===== src/shared/power_mode_pkg.sv =====
package power_mode_pkg;

  // ==========================================================================
  // Register map
  // ==========================================================================
  localparam logic [7:0] power_control_addr = 8'h00;
  localparam logic [7:0] internal_osc_control_addr = 8'h04;
  localparam logic [7:0] mode_status_addr = 8'h08;

  // ==========================================================================
  // Field positions
  // ==========================================================================
  localparam int idle_bit = 0;
  localparam int stop_bit = 1;
  localparam int suspend_bit = 5;

  // ==========================================================================
  // Reset values
  // ==========================================================================
  localparam logic [7:0] power_control_rst = 8'h00;
  localparam logic [7:0] internal_osc_control_rst = 8'h00;

  // ==========================================================================
  // Timing
  // ==========================================================================
  localparam int cap_wake_hold_cycles = 2;

  // ==========================================================================
  // Modes
  // ==========================================================================
  typedef enum logic [1:0] {
    mode_run = 2'b00,
    mode_idle = 2'b01,
    mode_stop = 2'b10,
    mode_suspend = 2'b11
  } power_mode_t;

endpackage : power_mode_pkg


===== src/power_mode_control.sv =====
`timescale 1ns/100ps
module power_mode_control (
  input wire logic clk,
  input wire logic reset,
  input wire logic [7:0] reg_addr,
  input wire logic [7:0] reg_wdata,
  input wire logic reg_write,
  input wire logic reg_read,
  output logic [7:0] reg_rdata,
  input wire logic instr_done,
  input wire logic enabled_irq,
  input wire logic port_mismatch,
  input wire logic comparator_low,
  input wire logic timer3_overflow,
  input wire logic cap_sense_greater,
  input wire logic watchdog_enable,
  output logic core_halt,
  output logic core_reset_vector,
  output logic int_osc_run,
  output logic periph_clk_run,
  output logic irq_timer_enable,
  output logic missing_clk_enable,
  output logic watchdog_run,
  output logic cap_sense_access_ok
);

  // ==========================================================================
  // State
  // ==========================================================================
  // Wake pins are asynchronous to clk, so they pass two flip-flops first.
  typedef struct packed {
    logic [7:0] power_control_reg;
    logic [7:0] internal_osc_control_reg;
    logic idle_pending;
    power_mode_pkg::power_mode_t mode;
    logic [3:0] wake_s1;
    logic [3:0] wake_s2;
    logic [1:0] cap_hold;
    logic [7:0] rdata;
    logic halt;
    logic rst_vec;
    logic osc_run;
    logic pclk_run;
    logic irq_en;
    logic wdt_run;
    logic cap_ok;
    logic mcd_on;
  } state_t;

  state_t cur_ff;
  state_t nxt_cur;

  localparam logic [1:0] hold_cycles =
    2'(power_mode_pkg::cap_wake_hold_cycles);

  // ==========================================================================
  // Next state
  // ==========================================================================
  always_comb begin
    nxt_cur = cur_ff;
    nxt_cur.rdata = 8'h00;
    nxt_cur.wake_s1 = {cap_sense_greater, timer3_overflow, comparator_low,
      port_mismatch};
    nxt_cur.wake_s2 = cur_ff.wake_s1;

    // Register writes; only honoured while the core runs.
    if (reg_write && cur_ff.mode == power_mode_pkg::mode_run) begin
      if (reg_addr == power_mode_pkg::power_control_addr) begin
        nxt_cur.power_control_reg = reg_wdata;
        if (reg_wdata[power_mode_pkg::idle_bit]) begin
          nxt_cur.idle_pending = 1'b1;
        end
      end else if (reg_addr == power_mode_pkg::internal_osc_control_addr)
      begin
        nxt_cur.internal_osc_control_reg = reg_wdata;
      end
    end

    // Read port: data valid in the cycle after the strobe.
    if (reg_read) begin
      if (reg_addr == power_mode_pkg::power_control_addr) begin
        nxt_cur.rdata = cur_ff.power_control_reg;
      end else if (reg_addr == power_mode_pkg::internal_osc_control_addr)
      begin
        nxt_cur.rdata = cur_ff.internal_osc_control_reg;
      end else if (reg_addr == power_mode_pkg::mode_status_addr) begin
        nxt_cur.rdata = {6'h00, cur_ff.mode};
      end else begin
        nxt_cur.rdata = 8'h00;
      end
    end

    nxt_cur.rst_vec = 1'b0;
    if (cur_ff.cap_hold != 2'h0) begin
      nxt_cur.cap_hold = cur_ff.cap_hold - 2'h1;
    end

    case (cur_ff.mode)
      power_mode_pkg::mode_run: begin
        // Idle entry waits for the setting instruction to retire; stop and suspend entry do not.
        if (cur_ff.power_control_reg[power_mode_pkg::stop_bit]) begin
          nxt_cur.mode = power_mode_pkg::mode_stop;
        end else if (cur_ff.internal_osc_control_reg[
            power_mode_pkg::suspend_bit]) begin
          nxt_cur.mode = power_mode_pkg::mode_suspend;
        end else if (cur_ff.idle_pending && instr_done) begin
          nxt_cur.mode = power_mode_pkg::mode_idle;
          nxt_cur.idle_pending = 1'b0;
        end
      end
      power_mode_pkg::mode_idle: begin
        // Registers stay untouched here, except the idle bit cleared on exit, so state is retained.
        if (enabled_irq) begin
          nxt_cur.power_control_reg[power_mode_pkg::idle_bit] = 1'b0;
          // The core resumes its saved program counter.
          nxt_cur.mode = power_mode_pkg::mode_run;
        end
      end
      power_mode_pkg::mode_stop: begin
        // No exit but reset: the clocks interrupts need are stopped.
        nxt_cur.mode = power_mode_pkg::mode_stop;
      end
      power_mode_pkg::mode_suspend: begin
        if (|cur_ff.wake_s2) begin
          nxt_cur.internal_osc_control_reg[power_mode_pkg::suspend_bit] =
            1'b0;
          nxt_cur.mode = power_mode_pkg::mode_run;
          if (cur_ff.wake_s2[3]) begin
            nxt_cur.cap_hold = hold_cycles;
          end
        end
      end
      default: begin
        nxt_cur.mode = power_mode_pkg::mode_run;
      end
    endcase

    nxt_cur.halt = nxt_cur.mode != power_mode_pkg::mode_run;
    nxt_cur.osc_run = nxt_cur.mode == power_mode_pkg::mode_run ||
      nxt_cur.mode == power_mode_pkg::mode_idle;
    nxt_cur.pclk_run = nxt_cur.osc_run;
    nxt_cur.irq_en = nxt_cur.osc_run;
    nxt_cur.wdt_run = watchdog_enable && nxt_cur.osc_run;
    nxt_cur.cap_ok = nxt_cur.cap_hold == 2'h0;
    // The missing-clock detector is never gated by any mode.
    nxt_cur.mcd_on = 1'b1;
  end

  // ==========================================================================
  // Registers
  // ==========================================================================
  // Any reset ends every mode and sends the core to address zero.
  always_ff @(posedge clk or posedge reset) begin
    if (reset) begin
      cur_ff <= '0;
      cur_ff.power_control_reg <= power_mode_pkg::power_control_rst;
      cur_ff.internal_osc_control_reg <=
        power_mode_pkg::internal_osc_control_rst;
      cur_ff.mode <= power_mode_pkg::mode_run;
      cur_ff.rst_vec <= 1'b1;
      cur_ff.osc_run <= 1'b1;
      cur_ff.pclk_run <= 1'b1;
      cur_ff.irq_en <= 1'b1;
      cur_ff.cap_ok <= 1'b1;
      cur_ff.mcd_on <= 1'b1;
    end else begin
      cur_ff <= nxt_cur;
    end
  end

  assign reg_rdata = cur_ff.rdata;
  assign core_halt = cur_ff.halt;
  assign core_reset_vector = cur_ff.rst_vec;
  assign int_osc_run = cur_ff.osc_run;
  assign periph_clk_run = cur_ff.pclk_run;
  assign irq_timer_enable = cur_ff.irq_en;
  assign missing_clk_enable = cur_ff.mcd_on;
  assign watchdog_run = cur_ff.wdt_run;
  assign cap_sense_access_ok = cur_ff.cap_ok;

endmodule : power_mode_control


===== config.mk =====
export PLATFORM = sky130hd
export DESIGN_NAME = power_mode_control
export DESIGN_NICKNAME = d
export VERILOG_FILES = /design/src/shared/power_mode_pkg.sv /design/src/power_mode_control.sv
export SDC_FILE = /design/constraint.sdc
export NUM_CORES = 1
export LEC_CHECK = 0
export ABC_CLOCK_PERIOD_IN_PS = 1600
export BUFFER_PORTS_ARGS = -buffer_cell sky130_fd_sc_hd__buf_2
export CAP_MARGIN = 20
export CORE_MARGIN = 8
export CORE_UTILIZATION = 52
export CTS_CLUSTER_DIAMETER = 30
export DETAILED_ROUTE_END_ITERATION = 16
export GPL_TIMING_DRIVEN = 0
export PLACE_DENSITY = 0.78
export SLEW_MARGIN = 20
export SYNTH_ARGS = -nofsm -noshare
export SYNTH_HDL_FRONTEND = slang
export SYNTH_SLANG_ARGS = --single-unit

===== constraint.sdc =====
create_clock -name clk -period 1.6 [get_ports clk]
set_input_delay 0.16 -clock clk [delete_from_list [all_inputs] [get_ports clk]]
set_output_delay 0.16 -clock clk [all_outputs]
set_load 0.02 [all_outputs]

==> summary.md <==
| Metric | Value |
|---|---|
| Post-Syn Area | `1730 µm²` |
| Count of flip-flops with a built-in enable after synthesis | `0` |
| DR vias/cell | `5.03` |
| Clock share of power | `29.0%` |
| Worst slack, placed | `0.0758 ns` |
| Setup TNS | `0 ns` |
| DRC viols | `0` |
| Placed Cells | `218` |
| R2r endpoint | `cur_ff[40]` |
| Nets@finish | `213` |
| Hold WC Path Type | `in -> reg` |
| Util after Layout | `67.0%` |
| Placed inst area | `2020 µm²` |
| Pint | `1.64 mW` |
| Reg2reg start | `cur_ff[26]` |
| Setup ws final | `0.102 ns` |
| Maximum vdd drop | `624 µV` |
| Sequential area share after synthesis | `60.8%` |
| CTS tree | `yes` |
| Most common cell in the netlist | `dfrtp_1` |
| Status | `complete, no violations` |
| Total Power | `2.24 mW` |
| Final wirelength | `3330 µm` |
| Vias | `1,173` |
| Top cells by area, synth | `dfrtp_1 56%, mux2_2 9.1%, mux2i_1 6.3%` |
| WP data required | `1.84 ns` |
| FP Rows | `21` |
| Synthesized Nets | `157` |
| Crit share post-route | `93.6%` |
| Ant diodes | `0` |
| Post-synth top flop | `dfrtp_1` |
| Flop-to-flop setup slack | `0.10 ns` |
| Core area | `3260 µm²` |
| Switch share | `27.1%` |
| Crit path DAT | `1.73 ns` |
| Max Slew Vio Count | `0` |
| Root Driver | `clkbuf_4` |
| Fmax | `668 MHz` |
| Pleak | `1.11 nW` |
| Layout area overhead | `25.8%` |
| CTS max path bufs | `2` |
| Distinct cells, synth | `34` |
| R2R cell count | `3` |
| Max Cap Violations | `0` |
| Cells after Synth | `130` |
| Warnings from Yosys | `0` |
| Post-synth top cells | `39 x dfrtp_1, 14 x mux2_2, 11 x buf_4, 11 x mux2i_1, 9 x nor2_1` |
| Critical-path top delay cell | `dfrtp_1` |
| Worst setup EP type | `flop` |
| Die area | `5440 µm²` |
| Final setup vio count | `0` |
| Worst skew pair latency | `0.34 ns` |
| Fill count | `260` |
| FFs w/ async S/R, synth | `100%` |
| CP max FO | `8` |
| Min-delay src | `reg_wdata[2]` |
| WL/cell | `14.3 µm` |
| Initial DRC count | `38` |
| Initial antenna violation count | `0` |
| Skew final | `0.00763 ns` |
| First-pass GRT wire length | `5460 µm` |
| Post-route antenna net violation count | `0` |
| Part of the power in combinational logic | `17.8%` |
| Hold Slack | `0.0527 ns` |
| CTS clock-pin slew for the worst setup and hold paths | `0.12 ns` |
| Top cell type's share of synthesized area | `56.3%` |
| Die width | `73.8 µm` |
| Cells along the critical path | `nor4b_4 > nand3_2 > mux2_2` |
| Register share of total power | `53.2%` |
| Grt ovf | `0` |
| Clk sinks | `42` |
| NetSw | `609 µW` |
| Synth area leader | `dfrtp_1` |
| CTS buffer count | `5` |
| Mean Syn Cell Area | `13.3 µm²` |
| Maximum number of pins on one net before global-route repair | `28` |
| Critical path class | `reg -> reg` |
| Worst Setup Start Kind | `flop` |
| Hold Path End | `cur_ff[31]` |
| H-tree depth | `2` |
| 1st-pass router iterations | `4` |
| Final HPWL DP | `2460 µm` |
| Power per cell area | `1030 nW/µm²` |
| Starting density of the core | `53.2%` |
| Vias in the first global route | `1,254` |
| I/O pin cnt | `43` |
| Hold Vio Cnt, Final | `0` |
| Tmin final | `1.50 ns` |
| CP max stage delay | `0.46 ns` |
| Yosys reg bits | `42` |
| Layout cell share with drive strength beyond 1 | `47.6%` |
| Unrepaired setup endpoints after global routing | `no` |
| Port bufs | `41` |
| Final Wtd Congestion | `0.772` |
| WHS Path Cells | `2` |
| Die H | `73.8 µm` |
| Finished Layout Cells | `233` |
| GRT Total Usage | `13.5%` |
| Final instance area | `2180 µm²` |
-- kinds of logic (layout without fill, tap and decap cells) --
family / count (synthesis) / count (layout) / share of synthesized area (%)
flops: 42 / 42 / 60.8
mux: 25 / 25 / 15.4
other cells: 2 / 2 / 0.433
compound gates: 13 / 13 / 4.91
simple gates: 31 / 31 / 12.3
buf+inv: 17 / 74 / 6.13
-- timing repair --
action                                 4_1_cts  5_1_grt
resized for setup                            0        3
endpoints found under the hold margin       17        0
setup endpoints to repair                    0       11
hold buffers                                 6        0
setup buffers                                0        1
-- placed cells by master (no fill, tap or decap), drive strengths merged, types with 2 or more instances in the layout --
cell	netlist	routed
buf	13	56
dfrtp	39	39
mux2	14	14
mux2i	11	11
nor2	9	9
dlygate4sd3	0	6
clkbuf	1	6
nand2	5	5
o21ai	4	4
a21oi	3	3
nand3b	3	3
dfstp	3	3
inv	3	3
and3	2	2
conb	2	2
clkinv	0	2
nor4	2	2
nor3	2	2
and2	2	2
-- metal layers --
layer  track usage (%)  wire [µm]
met5                 0          0
met4              7.10         52
met3              5.73        314
met2              23.3       1730
met1              13.3       1240
-- layout make-up --
type	count	area [µm²]	area share (%)
flip-flops and latches	42	1050	48.3
clock buffers	5	37.5	1.72
repair buffers	49	293	13.4
clock inverters	3	40.0	1.83
plain buffers	14	95.1	4.36
well taps	46	57.6	2.64
multi-input cells	71	593	27.2
inverters	3	11.3	0.516
-- flip-flops by register name, summed over array words and instances, names as in the netlist --
register             flops
cur_ff                  29
watchdog_run             1
cap_sense_access_ok      1
reg_rdata                8
irq_timer_enable         1
core_reset_vector        1
core_halt                1
-- power groups by stage --
stage	Combinational (mW)	Clock [mW]	Sequential (mW)
finish	0.400	0.651	1.19
global route	0.434	0.717	1.20
CTS	0.401	0.669	1.19
detailed placement	0.388	0	1.21
global placement	0.370	0	1.20
floorplan	0.212	0	1.24
-- worst max-delay path by stage --
| stage | from | to | depth (start not counted) | slack, ns |
|---|---|---|---|---|
| CTS | cur_ff[26] | cur_ff[30] | 3 | 0.06 |
| finish | cur_ff[26] | cur_ff[40] | 3 | 0.10 |
| global route | cur_ff[26] | cur_ff[43] | 3 | 0.03 |
| global placement | reset | watchdog_run | 2 | 0.06 |
| floorplan | cur_ff[26] | cur_ff[38] | 3 | 0.26 |
| detailed placement | reg_addr[7] | cur_ff[40] | 4 | 0.08 |
-- worst max-delay path, delay by kind of cell (launching register included) --
family | cells | cell delay (ns)
DFF | 1 | 0.46
muxes | 1 | 0.35
and+or+nand+nor | 2 | 0.58
Power figures use the tool's default switching activity.
